### src/rtl/msm_pkg.sv
// shared constants and types for the startup messaging unit and its peers
package msm_pkg;

  // ----------------------------------------------------------------
  // register byte addresses
  // ----------------------------------------------------------------
  localparam logic [31:0] ADR_PROC_ID = 32'hfee0_0020;
  localparam logic [31:0] ADR_SPUR_VEC = 32'hfee0_00f0;
  localparam logic [31:0] ADR_CMD_LOW = 32'hfee0_0300;
  localparam logic [31:0] ADR_ERR_VEC = 32'hfee0_0370;
  localparam logic [31:0] ADR_BOOT_STAT = 32'hfee0_03f0;

  // ----------------------------------------------------------------
  // field layouts and values after reset
  // ----------------------------------------------------------------
  localparam int UNIT_EN_BIT = 8;
  localparam logic [31:0] ID_BYTE_MASK = 32'hff00_0000;
  localparam logic [31:0] ERR_KEEP_MASK = 32'hffff_ff00;
  localparam logic [31:0] RST_SPUR_VEC = 32'h0000_0000;
  localparam logic [31:0] RST_CMD_LOW = 32'h0000_0000;
  localparam logic [31:0] RST_ERR_VEC = 32'h0000_0000;
  localparam logic [23:0] CMD_INIT_HI = 24'h00_0c45;
  localparam logic [7:0] CMD_INIT_LO = 8'h00;
  localparam logic [23:0] CMD_START_HI = 24'h00_0c46;
  localparam int PAGE_SHIFT = 12;
  localparam int STAT_PEND_BIT = 8;
  localparam int STAT_NONE_BIT = 9;
  localparam int STAT_RUN_BIT = 10;
  localparam int ID_THREAD_LSB = 0;
  localparam int ID_PKG_LSB = 1;
  localparam int ID_CLU_LSB = 3;
  localparam int OLD_SOCK_LSB = 0;
  localparam int OLD_CLU_LSB = 2;
  localparam logic [31:0] SMM_BASE0 = 32'h0003_0000;
  localparam logic [31:0] SMM_STRIDE = 32'h0000_8000;

  // ----------------------------------------------------------------
  // timing
  // ----------------------------------------------------------------
  localparam int CLK_HZ = 10_000_000;
  localparam int INIT_GAP_MS = 10;
  localparam int START_GAP_US = 200;
  localparam int PRESENCE_MS = 100;
  localparam int INIT_GAP_CYC = INIT_GAP_MS * (CLK_HZ / 1000);
  localparam int START_GAP_CYC = START_GAP_US * (CLK_HZ / 1_000_000);
  localparam int PRESENCE_CYC = PRESENCE_MS * (CLK_HZ / 1000);
  localparam int TMR_W = 20;

  // ----------------------------------------------------------------
  // message kinds on the link
  // ----------------------------------------------------------------
  typedef enum logic {
    MSM_MSG_INIT = 1'b0,
    MSM_MSG_STARTUP = 1'b1
  } msm_msg_t;

endpackage : msm_pkg

### src/rtl/msm_link_if.sv
// broadcast message link between the local unit and the peer processors
`timescale 1ns/1ps
interface msm_link_if;
  logic msg_valid;
  msm_pkg::msm_msg_t msg_kind;
  logic [7:0] msg_vector;
  logic present;

  modport unit (output msg_valid, output msg_kind, output msg_vector, input present);
  modport peers (input msg_valid, input msg_kind, input msg_vector, output present);
endinterface : msm_link_if

### src/rtl/msm_local_unit.sv
// local interrupt unit of the bootstrap processor: registers and message sender
// What this block does
// - identifier read back in the top byte
// - unit enabled only by bit 8, reset zero
// - error entry low byte is the vector
// - startup vector times 4 KByte is start address
// - init command word broadcasts init to others
// - startup command word broadcasts startup with vector
// - about 10 ms between init and startup
// - 200 us after each of two startups
// - woken processor fetches at the carried vector
// - halted processor waits for an init
// - count set to one, 100 ms presence timer
// - unit registers mapped strong uncacheable first
// - distinct management base per processor
// - 32-bit id by register read, 8-bit by load
// - leaf one reports initial id bits 31:24
// - leaf eleven reports full 32-bit id
// - bits 2:1 package, 4:3 cluster, 0 thread
// - without multithreading bit 0 is zero
// - old format: bits 1:0 socket, 3:2 cluster
// - initial id respects field boundaries
// - semaphore cleared, count raised under the lock
//
// Chosen here: the Wishbone interface to the registers.
`timescale 1ns/1ps
module msm_local_unit #(
  parameter int INIT_GAP_CYC = msm_pkg::INIT_GAP_CYC,
  parameter int PRESENCE_CYC = msm_pkg::PRESENCE_CYC,
  parameter bit MULTITHREAD = 1'b1,
  parameter bit OLD_FORMAT = 1'b0
) (
  // clock and reset
  input wire logic clk_i,
  input wire logic rst_i,
  // wishbone slave
  input wire logic wb_cyc_i,
  input wire logic wb_stb_i,
  input wire logic wb_we_i,
  input wire logic [31:0] wb_adr_i,
  input wire logic [3:0] wb_sel_i,
  input wire logic [31:0] wb_dat_i,
  output logic [31:0] wb_dat_o,
  output logic wb_ack_o,
  // identifier straps and mode
  input wire logic [1:0] strap_package_i,
  input wire logic [1:0] strap_cluster_i,
  input wire logic strap_thread_i,
  input wire logic reg_iface_mode_i,
  // status and identification
  output logic unit_enabled_o,
  output logic [7:0] error_vector_o,
  output logic [7:0] ident_leaf1_id_o,
  output logic [31:0] ident_leaf11_id_o,
  output logic [31:0] model_reg_id_o,
  output logic [1:0] pkg_field_o,
  output logic [1:0] cluster_field_o,
  output logic thread_field_o,
  // message link
  msm_link_if.unit link
);

  // ----------------------------------------------------------------
  // state
  // ----------------------------------------------------------------
  localparam int TMR_W_L = msm_pkg::TMR_W;
  localparam logic [TMR_W_L-1:0] INIT_GAP = TMR_W_L'(INIT_GAP_CYC);
  localparam logic [TMR_W_L-1:0] START_GAP = TMR_W_L'(msm_pkg::START_GAP_CYC);
  localparam logic [TMR_W_L-1:0] PRESENCE = TMR_W_L'(PRESENCE_CYC);

  logic [7:0] id_q;
  logic id_taken_q;
  logic [31:0] spur_q;
  logic [31:0] cmd_q;
  logic [31:0] err_q;
  logic ack_q;
  logic [31:0] dat_q;
  logic [31:0] mreg_q;
  logic [TMR_W_L-1:0] gap_q;
  logic pend_q;
  logic [7:0] pend_vec_q;
  logic msg_valid_q;
  msm_pkg::msm_msg_t msg_kind_q;
  logic [7:0] msg_vec_q;
  logic [7:0] cnt_q;
  logic [TMR_W_L-1:0] tmr_q;
  logic run_q;
  logic none_q;

  // ----------------------------------------------------------------
  // bus decode
  // ----------------------------------------------------------------
  logic req;
  logic wr;
  logic [31:0] bmask;
  logic [31:0] cmd_new;
  logic is_init;
  logic is_start;
  logic send_init;
  logic send_start_now;
  logic send_pend;

  assign req = wb_cyc_i && wb_stb_i && !ack_q;
  assign wr = req && wb_we_i;

  genvar gb;
  generate
    for (gb = 0; gb < 4; gb++) begin : g_mask
      assign bmask[gb*8 +: 8] = {8{wb_sel_i[gb]}};
    end
  endgenerate

  assign cmd_new = (cmd_q & ~bmask) | (wb_dat_i & bmask);
  assign is_init = wr && (wb_adr_i == msm_pkg::ADR_CMD_LOW) && spur_q[msm_pkg::UNIT_EN_BIT]
    && (cmd_new[31:8] == msm_pkg::CMD_INIT_HI) && (cmd_new[7:0] == msm_pkg::CMD_INIT_LO);
  assign is_start = wr && (wb_adr_i == msm_pkg::ADR_CMD_LOW) && spur_q[msm_pkg::UNIT_EN_BIT]
    && (cmd_new[31:8] == msm_pkg::CMD_START_HI);
  assign send_init = is_init;
  assign send_start_now = is_start && !pend_q && (gap_q == '0);
  assign send_pend = !is_init && !is_start && pend_q && (gap_q == '0);

  // ----------------------------------------------------------------
  // identifier caught once after reset release
  // ----------------------------------------------------------------
  always_ff @(posedge clk_i) begin
    if (rst_i) begin
      id_q <= 8'h00;
      id_taken_q <= 1'b0;
    end else if (!id_taken_q) begin
      id_taken_q <= 1'b1;
      if (OLD_FORMAT) begin
        id_q <= {4'h0, strap_cluster_i, strap_package_i};
      end else begin
        id_q <= {3'b000, strap_cluster_i, strap_package_i,
                 MULTITHREAD ? strap_thread_i : 1'b0};
      end
    end
  end

  always_ff @(posedge clk_i) begin
    if (rst_i) begin
      mreg_q <= 32'h0000_0000;
    end else begin
      mreg_q <= reg_iface_mode_i ? {24'h00_0000, id_q} : 32'h0000_0000;
    end
  end

  // ----------------------------------------------------------------
  // software registers
  // ----------------------------------------------------------------
  always_ff @(posedge clk_i) begin
    if (rst_i) begin
      spur_q <= msm_pkg::RST_SPUR_VEC;
      cmd_q <= msm_pkg::RST_CMD_LOW;
      err_q <= msm_pkg::RST_ERR_VEC;
    end else if (wr) begin
      unique case (wb_adr_i)
        msm_pkg::ADR_SPUR_VEC: spur_q <= (spur_q & ~bmask) | (wb_dat_i & bmask);
        msm_pkg::ADR_CMD_LOW: cmd_q <= cmd_new;
        msm_pkg::ADR_ERR_VEC: err_q <= (err_q & ~bmask) | (wb_dat_i & bmask);
        default: ;
      endcase
    end
  end

  always_ff @(posedge clk_i) begin
    if (rst_i) begin
      ack_q <= 1'b0;
      dat_q <= 32'h0000_0000;
    end else begin
      ack_q <= req;
      if (req && !wb_we_i) begin
        unique case (wb_adr_i)
          msm_pkg::ADR_PROC_ID: dat_q <= {id_q, 24'h00_0000} & msm_pkg::ID_BYTE_MASK;
          msm_pkg::ADR_SPUR_VEC: dat_q <= spur_q;
          msm_pkg::ADR_CMD_LOW: dat_q <= cmd_q;
          msm_pkg::ADR_ERR_VEC: dat_q <= err_q;
          msm_pkg::ADR_BOOT_STAT: dat_q <= {21'h00_0000, run_q, none_q, pend_q, cnt_q};
          default: dat_q <= 32'h0000_0000;
        endcase
      end
    end
  end

  // ----------------------------------------------------------------
  // message pacing
  // ----------------------------------------------------------------
  always_ff @(posedge clk_i) begin
    if (rst_i) begin
      gap_q <= '0;
      pend_q <= 1'b0;
      pend_vec_q <= 8'h00;
      msg_valid_q <= 1'b0;
      msg_kind_q <= msm_pkg::MSM_MSG_INIT;
      msg_vec_q <= 8'h00;
    end else begin
      msg_valid_q <= 1'b0;
      if (send_init) begin
        msg_valid_q <= 1'b1;
        msg_kind_q <= msm_pkg::MSM_MSG_INIT;
        msg_vec_q <= 8'h00;
        gap_q <= INIT_GAP;
        pend_q <= 1'b0;
      end else if (send_start_now || send_pend) begin
        msg_valid_q <= 1'b1;
        msg_kind_q <= msm_pkg::MSM_MSG_STARTUP;
        msg_vec_q <= send_pend ? pend_vec_q : cmd_new[7:0];
        gap_q <= START_GAP;
        pend_q <= 1'b0;
      end else begin
        if (is_start) begin
          pend_q <= 1'b1;
          pend_vec_q <= cmd_new[7:0];
        end
        if (gap_q != '0) begin
          gap_q <= gap_q - 1'b1;
        end
      end
    end
  end

  // ----------------------------------------------------------------
  // processor count and presence timer
  // ----------------------------------------------------------------
  always_ff @(posedge clk_i) begin
    if (rst_i) begin
      cnt_q <= 8'h00;
      tmr_q <= '0;
      run_q <= 1'b0;
      none_q <= 1'b0;
    end else if (send_init) begin
      cnt_q <= 8'h01;
      tmr_q <= PRESENCE;
      run_q <= 1'b1;
      none_q <= 1'b0;
    end else begin
      if (link.present && cnt_q != 8'hff) begin
        cnt_q <= cnt_q + 8'h01;
      end
      if (run_q) begin
        tmr_q <= tmr_q - 1'b1;
        if (tmr_q == TMR_W_L'(1)) begin
          run_q <= 1'b0;
          none_q <= (cnt_q == 8'h01) && !link.present;
        end
      end
    end
  end

  // ----------------------------------------------------------------
  // outputs
  // ----------------------------------------------------------------
  assign wb_ack_o = ack_q;
  assign wb_dat_o = dat_q;
  assign unit_enabled_o = spur_q[msm_pkg::UNIT_EN_BIT];
  assign error_vector_o = err_q[7:0];
  assign ident_leaf1_id_o = id_q;
  assign ident_leaf11_id_o = {24'h00_0000, id_q};
  assign model_reg_id_o = mreg_q;
  assign pkg_field_o = OLD_FORMAT ? id_q[msm_pkg::OLD_SOCK_LSB +: 2] : id_q[msm_pkg::ID_PKG_LSB +: 2];
  assign cluster_field_o = OLD_FORMAT ? id_q[msm_pkg::OLD_CLU_LSB +: 2] : id_q[msm_pkg::ID_CLU_LSB +: 2];
  assign thread_field_o = OLD_FORMAT ? 1'b0 : id_q[msm_pkg::ID_THREAD_LSB];
  assign link.msg_valid = msg_valid_q;
  assign link.msg_kind = msg_kind_q;
  assign link.msg_vector = msg_vec_q;

endmodule : msm_local_unit

### src/flat_wrapper.sv
// flat-port wrapper written by rule: the top's interface ports become plain ports
module msm_local_unit_flat 
#(
  parameter int INIT_GAP_CYC = msm_pkg::INIT_GAP_CYC,
  parameter int PRESENCE_CYC = msm_pkg::PRESENCE_CYC,
  parameter bit MULTITHREAD = 1'b1,
  parameter bit OLD_FORMAT = 1'b0
)
  (clk_i, rst_i, wb_cyc_i, wb_stb_i, wb_we_i, wb_adr_i, wb_sel_i, wb_dat_i, wb_dat_o, wb_ack_o, strap_package_i, strap_cluster_i, strap_thread_i, reg_iface_mode_i, unit_enabled_o, error_vector_o, ident_leaf1_id_o, ident_leaf11_id_o, model_reg_id_o, pkg_field_o, cluster_field_o, thread_field_o, link_msg_valid, link_msg_kind, link_msg_vector, link_present);
  msm_link_if link_i ();
  input wire logic clk_i;
  input wire logic rst_i;
  input wire logic wb_cyc_i;
  input wire logic wb_stb_i;
  input wire logic wb_we_i;
  input wire logic [31:0] wb_adr_i;
  input wire logic [3:0] wb_sel_i;
  input wire logic [31:0] wb_dat_i;
  output logic [31:0] wb_dat_o;
  output logic wb_ack_o;
  input wire logic [1:0] strap_package_i;
  input wire logic [1:0] strap_cluster_i;
  input wire logic strap_thread_i;
  input wire logic reg_iface_mode_i;
  output logic unit_enabled_o;
  output logic [7:0] error_vector_o;
  output logic [7:0] ident_leaf1_id_o;
  output logic [31:0] ident_leaf11_id_o;
  output logic [31:0] model_reg_id_o;
  output logic [1:0] pkg_field_o;
  output logic [1:0] cluster_field_o;
  output logic thread_field_o;
  output wire logic [$bits(link_i.msg_valid)-1:0] link_msg_valid;
  output wire logic [$bits(link_i.msg_kind)-1:0] link_msg_kind;
  output wire logic [$bits(link_i.msg_vector)-1:0] link_msg_vector;
  input wire logic [$bits(link_i.present)-1:0] link_present;
  assign link_msg_valid = link_i.msg_valid;
  assign link_msg_kind = link_i.msg_kind;
  assign link_msg_vector = link_i.msg_vector;
  assign link_i.present = link_present;
  msm_local_unit #(.INIT_GAP_CYC(INIT_GAP_CYC), .PRESENCE_CYC(PRESENCE_CYC), .MULTITHREAD(MULTITHREAD), .OLD_FORMAT(OLD_FORMAT)) u_core (.clk_i(clk_i), .rst_i(rst_i), .wb_cyc_i(wb_cyc_i), .wb_stb_i(wb_stb_i), .wb_we_i(wb_we_i), .wb_adr_i(wb_adr_i), .wb_sel_i(wb_sel_i), .wb_dat_i(wb_dat_i), .wb_dat_o(wb_dat_o), .wb_ack_o(wb_ack_o), .strap_package_i(strap_package_i), .strap_cluster_i(strap_cluster_i), .strap_thread_i(strap_thread_i), .reg_iface_mode_i(reg_iface_mode_i), .unit_enabled_o(unit_enabled_o), .error_vector_o(error_vector_o), .ident_leaf1_id_o(ident_leaf1_id_o), .ident_leaf11_id_o(ident_leaf11_id_o), .model_reg_id_o(model_reg_id_o), .pkg_field_o(pkg_field_o), .cluster_field_o(cluster_field_o), .thread_field_o(thread_field_o), .link(link_i));
endmodule
### config.mk
export PLATFORM = sky130hd
export DESIGN_NAME = msm_local_unit_flat
export DESIGN_NICKNAME = d
export VERILOG_FILES = /design/src/rtl/msm_pkg.sv /design/src/rtl/msm_link_if.sv /design/src/rtl/msm_local_unit.sv /design/src/flat_wrapper.sv
export SDC_FILE = /design/constraint.sdc
export NUM_CORES = 1
export LEC_CHECK = 0
export ABC_AREA = 1
export BUFFER_PORTS_ARGS = -buffer_cell sky130_fd_sc_hd__buf_4
export CORE_MARGIN = 3
export CORE_UTILIZATION = 50
export DETAILED_ROUTE_END_ITERATION = 12
export HOLD_SLACK_MARGIN = 0.05
export PLACE_DENSITY_LB_ADDON = 0.15
export SLEW_MARGIN = 0
export SYNTH_ARGS = -nofsm -noshare
export SYNTH_HDL_FRONTEND = slang
export SYNTH_SLANG_ARGS = --single-unit
export TNS_END_PERCENT = 20
### constraint.sdc
create_clock -name clk_i -period 2.2 [get_ports clk_i]
set_input_delay 0.22 -clock clk_i [delete_from_list [all_inputs] [get_ports clk_i]]
set_output_delay 0.22 -clock clk_i [all_outputs]
set_load 0.05 [all_outputs]
==> results.cfg, run 1 <==
[synthesis]
synthCells = 1664
ys.flop_type = dfxtp_1
synth-warning-count = 0
seq_area_frac_synth = 0.3815
syn_area_um2 = 10970
ys_async_sr_fraction = 0
synth_edf_count = 0
syn_avg_cell_area_um2 = 6.591
synth_seq_cells = 209
synth_cell_type_count = 40

[clocking]
cts_tree = built
cts_sinks = 209
cts_buffers = 24
clock_path_buffers = 3
htreeDepth = 1
clk_pin_slew_ns = 0.06
cts_root_buf = clkbuf_16
clk_latency_ns = 0.52

[route]
route.vias.total = 10920
via_per_inst = 5.072
wl_per_cell_um = 14.46
antenna_left = 0
dr.first_iter.drc_count = 754
routed_wirelength_um = 31140
drc = 0
firstDrtPassIters = 6

[finish]
layout_common_cells = 424 x nand2_1, 212 x inv_1, 209 x dfxtp_1, 203 x buf_4, 164 x nor2_1
syn_to_final_growth_pct = 24.69
finalNetCount = 1946
multi_input_area_um2 = 5355
layout_commonest_cell = nand2_1
drive_gt1_frac = 0.1651
n_antenna_cell = 0
fill_cells = 1999
stdcell_area_um2 = 13670
instances_no_fill = 2153
register_area_um2 = 4184

[timing]
setup_violations = 0
whs_ns = 0.06881
layout_min_cycle_time_ns = 2.090
rsz0062_at_grt = yes
fin_crit_sh = 0.9501
skew_ns = 0.01518
fin_ws_ns = 0.1098
drv_slew = 0
setup-tns-final_ns = 0
hold_viol = 0
fmax_mhz = 478.4

[global_route]
grt_pass1_vias = 10090
grt-ovfl-total = 0
antenna_found_initial = 0
grt_usage = 0.2505
grt_start_max_net_pins = 53
grt_pass1_wl_um = 50000

[floorplan]
std_cell_rows = 53
io_pins = 209
core-area_um2 = 21290
die_area_um2 = 23750
die_x_um = 154.1
start_util = 0.5152
die_h_um = 154.1

[pwr]
peakVddDrop_mv = 0.6168
p_leak_uw = 0.006104
powerDensity_nw_per_um2 = 778.4

[worst_setup_path]
required_ns = 2.66
setup.worst_path.end_class = register
critPathLaunchType = input pin
cp.arrival_ns = 2.55
path_max_fanout = 13
critPathKind = input pin to register

[place]
gp_congestion = 0.9003
dp.cells = 2067
place_area_um2 = 12340
preCtsSetupSlack_ns = 0.04366
place_hpwl_um = 21990
io_buffers = 151

[min_path]
hp-class = input pin to register

[flow_run]
cap_violations = 0

[run_status]
outcome = finished clean
power by group:
group | total (uW) | internal, uW | switching [uW]
sequential | 4120 | 3960 | 160
combinational | 2400 | 889 | 1510
clock | 4130 | 2530 | 1600
total | 10600 | 7380 | 3270
cells in the mapped netlist, types with 2 or more instances:
master | count | area, um2
a211oi_1 | 3 | 22.52
o21a_1 | 2 | 15.01
buf_6 | 7 | 78.83
or2_2 | 5 | 31.28
a21oi_1 | 156 | 780.8
nand4_1 | 17 | 106.4
buf_1 | 2 | 7.510
inv_2 | 5 | 18.77
ha_1 | 5 | 62.56
a31oi_1 | 3 | 18.77
nor3_1 | 12 | 60.06
nor4_1 | 7 | 43.79
o21ai_0 | 136 | 680.7
nand2_2 | 2 | 12.51
xor2_1 | 19 | 166.4
o21ai_1 | 16 | 80.08
nand2_1 | 426 | 1599
o22ai_1 | 11 | 68.82
xnor2_1 | 4 | 35.03
nor2_1 | 172 | 645.6
nand3_1 | 46 | 230.2
and3_1 | 2 | 12.51
dfxtp_1 | 209 | 4184
inv_1 | 213 | 799.5
buf_4 | 76 | 570.6
buf_2 | 13 | 65.06
nor2_2 | 17 | 106.4
nor2_4 | 3 | 33.78
clkbuf_1 | 45 | 168.9
nand3b_1 | 4 | 30.03
nand3_2 | 3 | 30.03
o211ai_1 | 15 | 112.6
path summary, 6_finish.rpt:
check | to | cells after the start | from | slack (ns)
worst max-delay path | u_core.gap_q[14] | 19 | wb_sel_i[2] | 0.11
worst min register to register | register | 2 | register | 0.44
worst max register to register | u_core.gap_q[14] | 12 | u_core.wb_ack_o | 0.12
worst min-delay path | u_core.wb_ack_o | 2 | rst_i | 0.07
worst max-delay path, cell delays in order:
cell           delay (ns)
dlygate4sd3_1        0.56
buf_6                0.15
inv_4                0.12
nand2_1              0.07
nand2_1              0.05
nand2_1              0.07
inv_1                0.05
nand2_1              0.04
nor2_1               0.11
buf_4                0.15
nand2_1              0.06
nor2_2               0.12
nand2_2              0.09
nand2_1              0.06
nor2_1               0.06
nor2_4               0.17
nand3_2              0.11
buf_4                0.20
nor2_2               0.08
cell families after synthesis:
| family | synth area share |
|---|---|
| adders and majority gates | 0.005705 |
| xor gates and xnor gates | 0.01837 |
| and+or+nand+nor | 0.2713 |
| other | 0.0003419 |
| AOI/OAI and AO/OA | 0.1657 |
| DFF | 0.3815 |
| buffers and inverters | 0.1562 |
| muxes | 0.0009128 |
routing by layer:
layer | track usage | share of wire | vias up
met2 | 0.4122 | 0.45 | 376
met5 | 0 | 0 | -
met4 | 0.06770 | 0.020 | 0
met1 | 0.3484 | 0.46 | 4957
li1 | - | - | 5535
met3 | 0.03124 | 0.070 | 52
timing repair:
action,in CTS,in global routing
hold endpoints to repair,71,0
resized for setup,0,23
setup buffers,0,2
endpoints found under the setup margin,0,48
hold buffers,40,0
layout make-up:
cell class | instances | area share
inverter | 219 | 0.06030
multi-input combinational | 1150 | 0.3916
clock inverter | 8 | 0.006588
sequential | 209 | 0.3060
clock buffer | 35 | 0.05362
timing repair buffer | 257 | 0.1567
tap | 275 | 0.02516
metrics by stage:
stage,util,total power (uW)
CTS,0.6372,10670
global route,0.6424,11180
finish,0.6424,10640
detailed placement,0.5797,6466
floorplan,-,5949
global placement,0.5797,6430
Power figures use the tool's default switching activity.
==> run 2, diff against run 1 <==
Settings changed: CORE_ASPECT_RATIO from default to 0.6, GPL_TIMING_DRIVEN from default to 0, HOLD_SLACK_MARGIN 0.05 to 0.1.
==> run 2 against run 1 <==
Effect of this change:
- final area up 2.4%
- clock skew up 0.013 ns
- first-iteration DRC count up 95%
- hold slack better by 0.077 ns
- fmax down 3.2%
- critical path depth down 13
- combinational power up 6%
- via count up 6.0%
- non-clock buffer count up 89
==> results.cfg, run 2 (synthesis gave the netlist of run 1 again) <==
[timing]
rsz0062_at_grt = yes
fin_crit_sh = 0.9812
tightestPinTransition_ns = 0.7799
layout_min_cycle_time_ns = 2.159
slew_headroom = 0.4800
drv_slew = 0
setup-tns-final_ns = 0
hold_viol = 0
skew_ns = 0.02851
setup_violations = 0
whs_ns = 0.1454
fmax_mhz = 463.3

[pwr]
p_leak_uw = 0.006324
powerDensity_nw_per_um2 = 728.7
peakVddDrop_mv = 0.7474
total_power_uw = 10200

[route]
routed_wirelength_um = 35640
dr.first_iter.drc_count = 1468
via_per_inst = 5.172
route.vias.total = 11580
wl_per_cell_um = 15.92
firstDrtPassIters = 6
antenna_left = 0
drc = 0

[place]
io_buffers = 150
dp.cells = 2149
place_hpwl_um = 26750
gp_congestion = 0.9920

[finish]
layout_common_cells = 422 x nand2_1, 237 x buf_4, 211 x inv_1, 208 x dfxtp_1, 161 x nor2_1
fill_cells = 1972
drive_gt1_frac = 0.1838
register_area_um2 = 4185
syn_to_final_growth_pct = 27.62
finalNetCount = 2031
multi_input_area_um2 = 5418
n_antenna_cell = 0
final_util = 0.6574
instances_no_fill = 2238
layout_commonest_cell = nand2_1

[global_route]
grt_usage = 0.2854
grt-ovfl-total = 0
grt_start_max_net_pins = 14
grt_pass1_vias = 10140
grt_pass1_wl_um = 54360
antenna_found_initial = 0

[worst_setup_path]
crit_chain = nand3b_1, buf_4, nor2_1, clkbuf_1, nand2_1, a21oi_1
critPathKind = register to register
cpPeakStageDelay_ns = 0.63
required_ns = 2.63
critPathSlowestCell = clkbuf_1
path_max_fanout = 10
critPathLaunchType = register
path_buf_inv = 2
setup.worst_path.end_class = register
cp.arrival_ns = 2.59
crit_family = buffers and inverters

[clocking]
cts_buffers = 21
cts_tree = built
cts_root_buf = clkbuf_16
clk_pin_slew_ns = 0.06
clock_path_buffers = 3
htreeDepth = 1
cts_sinks = 209
clk_latency_ns = 0.52

[floorplan]
die_area_um2 = 23800
core-area_um2 = 21290
die_x_um = 197.2
io_pins = 209
std_cell_rows = 41
die_h_um = 120.7
start_util = 0.5151

[flow_run]
cap_violations = 0

[min_path]
hp-class = input pin to register

[run_status]
outcome = finished clean
run 2: cell count changes in the layout (fill, tap and decap cells not counted), sizes merged:
| cell | previous run | this run |
|---|---|---|
| clkinvlp | 0 | 1 |
| inv | 218 | 219 |
| bufinv | 2 | 0 |
| dlygate4sd3 | 40 | 41 |
| o211ai | 17 | 16 |
| buf | 217 | 259 |
| clkbuf | 35 | 80 |
| clkinv | 7 | 1 |
run 2: final cells by class:
type,count,share of cell area
plain buffers,142,0.06571
repair buffers,204,0.1176
multi-input cells,1149,0.3871
clock inverters,2,0.001252
flip-flops and latches,209,0.2990
clock buffers,34,0.04532
inverters,219,0.05900
well taps,279,0.02494
run 2: power breakdown:
part	switching, uW	internal (uW)	leakage [uW]
Combinational	1630	925	0.00432
Clock	1550	1970	0.000319
Sequential	175	3950	0.00169
Total	3350	6850	0.00632
run 2: final timing paths:
path | start | endpoint | slack, ns | cells past startpoint
setup / recovery | u_core.wb_ack_o | u_core.wb_dat_o[14] | 0.04 | 6
hold / removal | wb_sel_i[3] | u_core.cmd_q[27] | 0.15 | 5
setup reg to reg | u_core.wb_ack_o | u_core.wb_dat_o[14] | 0.04 | 6
hold reg to reg | register | register | 0.45 | 2
run 2: worst min-delay path, delay by kind of cell:
| kind | cells | cell delay, ns |
|---|---|---|
| AO/OA/AOI/OAI | 1 | 0.05 |
| buffers and inverters | 1 | 0.12 |
| AND/OR/NAND/NOR | 3 | 0.21 |
run 2: through the flow:
step	instance area, um2	setup WS [ns]
final	14000	0.04134
after global routing	14000	-0.07326
after CTS	13780	0.002062
after detailed placement	12650	-0.6324
after global placement	12650	-0.6143
after floorplan	11180	0.1455
run 2: metal layers:
metal | wire [um] | global-route usage | vias up
met3 | 4195 | 0.06628 | 36
met4 | 427 | 0.04448 | 0
met1 | 17020 | 0.4470 | 5229
li1 | - | - | 5691
met5 | 0 | 0 | -
met2 | 13990 | 0.4002 | 619
run 2: repair_timing:
item | 4_1_cts | 5_1_grt
setup endpoints to repair | 118 | 104
endpoints found under the hold margin | 80 | 0
gates cloned | 0 | 0
resized for setup | 10 | 50
hold buffers | 41 | 0
setup buffers | 5 | 8
pin swaps | 3 | 8
==> run 3, diff against run 2 <==
Settings changed: CORE_UTILIZATION 50 to 56, MAX_ROUTING_LAYER from default to met4.
==> run 3 against run 2 <==
Effect of this change:
- the flow now finishes with violations (setup timing)
- final cell count is 1.0% lower
- non-clock buffer count is 5 lower
- wire length is 1.3% higher
- sequential share of layout area hardly changed
- flip-flop and latch count stayed put
- final area is 0.16% higher
- combinational power is 6% higher
- die area is 10% lower
- highest routed layer unchanged
==> results.cfg, run 3 (synthesis gave the netlist of run 1 again) <==
[timing]
drv_slew = 0
fmax_mhz = 448.4
fin_ws_ns = -0.02997
hold_viol = 0
skew_ns = 0.01704
tightestPinTransition_ns = 0.8377
layout_min_cycle_time_ns = 2.230
rsz0062_at_grt = yes
slew_headroom = 0.4415
fin_crit_sh = 1.014
setup_violations = 6

[worst_setup_path]
crit_chain = nand3b_1, nor2_4, inv_1, nor4_4, buf_6, clkbuf_1, a21oi_1, nor2_1
path_buf_inv = 3
cp.arrival_ns = 2.65
critPathKind = register to register
critical_path_depth = 8
reg2reg_from = u_core.wb_ack_o
crit_family = simple AND/OR/NAND/NOR gates
path_max_fanout = 10
setup.worst_path.end_class = register
required_ns = 2.62
rrSetupSlack_ns = -0.03
r2r_cells = 8
critPathLaunchType = register
cpPeakStageDelay_ns = 0.40
critPathSlowestCell = clkbuf_1

[clocking]
clk_latency_ns = 0.50
clock_path_buffers = 3
cts_tree = built
cts_buffers = 21
cts_root_buf = clkbuf_16
htreeDepth = 1
clk_pin_slew_ns = 0.07
cts_sinks = 209

[finish]
drive_gt1_frac = 0.1862
n_antenna_cell = 0
syn_to_final_growth_pct = 27.83
layout_commonest_cell = nand2_1
layout_common_cells = 426 x nand2_1, 234 x buf_4, 210 x inv_1, 207 x dfxtp_1, 155 x nor2_1
finalNetCount = 2027
instances_no_fill = 2215

[route]
firstDrtPassIters = 5
wl_per_cell_um = 16.29
routed_wirelength_um = 36090
drc = 0
antenna_left = 0
route.vias.total = 11790
dr.first_iter.drc_count = 1477
via_per_inst = 5.322

[flow_run]
cap_violations = 0

[global_route]
grt_pass1_vias = 10630
grt_usage = 0.3341
antenna_found_initial = 0
grt_pass1_wl_um = 56210
grt_start_max_net_pins = 16
grt-ovfl-total = 0

[place]
dp.cells = 2130
place_hpwl_um = 26830
gp_congestion = 0.9678
io_buffers = 150

[floorplan]
die_area_um2 = 21350
start_util = 0.5884
io_pins = 209
core-area_um2 = 18640
die_x_um = 186.7
die_h_um = 114.4
std_cell_rows = 38

[pwr]
total_power_uw = 10780
powerDensity_nw_per_um2 = 768.6
p_leak_uw = 0.006320
peakVddDrop_mv = 0.7560

[run_status]
violations = setup timing
outcome = finished with violations

[min_path]
hp-class = input pin to register
whs_path_depth = 4
holdPathEnd = u_core.wb_dat_o[0]
hp-start = wb_we_i
-- run 3: cell types whose count changed in the layout (fill, tap and decap cells not counted), sizes merged --
cell	previous run	this run
buf	259	257
bufinv	0	4
clkbuf	80	73
clkinv	1	2
dlygate4sd3	41	40
nor2	192	193
-- run 3: power breakdown --
group | leakage (uW) | internal, uW | switching [uW]
sequential | 0.00169 | 3950 | 195
clock | 0.000367 | 2390 | 1530
combinational | 0.00426 | 969 | 1740
-- run 3: area by class of cell --
cell class / instances / area, um2
multi-input cells: 1150 / 5416
fillers: 1523 / 4619
flip-flops and latches: 209 / 4187
repair buffers: 200 / 1605
plain buffers: 141 / 914.6
inverters: 219 / 825.8
clock buffers: 29 / 605.6
well taps: 260 / 325.3
clock inverters: 7 / 138.9
-- run 3: through the flow --
stage | setup TNS, ns | utilization | hold WS (ns) | worst slack, ns | area [um2]
finish | -0.09675 | 0.7521 | 0.1274 | -0.02997 | 14020
CTS | 0 | 0.7430 | 0.1029 | 0.003020 | 13850
detailed placement | -38.15 | 0.6776 | 0.4405 | -0.5444 | 12630
global route | -0.5603 | 0.7521 | 0.1238 | -0.09766 | 14020
floorplan | 0 | - | 0.3858 | 0.1455 | 11180
global placement | -33.69 | 0.6776 | 0.4353 | -0.5030 | 12630
-- run 3: worst reg2reg max path: stages, from the launching register on --
cell      delay, ns
dfxtp_1        0.33
nand3b_1       0.25
nor2_4         0.19
inv_1          0.12
nor4_4         0.38
buf_6          0.20
clkbuf_1       0.41
a21oi_1        0.13
nor2_1         0.14
-- run 3: what timing repair did --
item                                    4_1_cts  5_1_grt
buffers inserted                              4        6
endpoints found under the hold margin        73        0
resized for setup                            13       50
cloned                                        0        1
pin swaps                                     3        5
endpoints found under the setup margin      108       97
hold buffers                                 40        0
-- run 3: worst max-delay path by stage --
stage,slack [ns],to,from
5_1_grt,-0.1,register,u_core.wb_ack_o
6_report,-0.03,register,u_core.wb_ack_o
2_1_floorplan,0.15,register,u_core.wb_ack_o
3_5_place_dp,-0.54,register,wb_adr_i[13]
4_1_cts,0.003,u_core.link.msg_vector[0],u_core.gap_q[0]
3_3_place_gp,-0.50,register,wb_adr_i[13]
-- run 3: layer usage --
layer  wire length, um  track usage  part of all wire
met5                 0            -                 0
met4               710      0.06392             0.020
met3              4793      0.09024              0.13
met2             14390       0.4771              0.40
met1             16190       0.4766              0.45
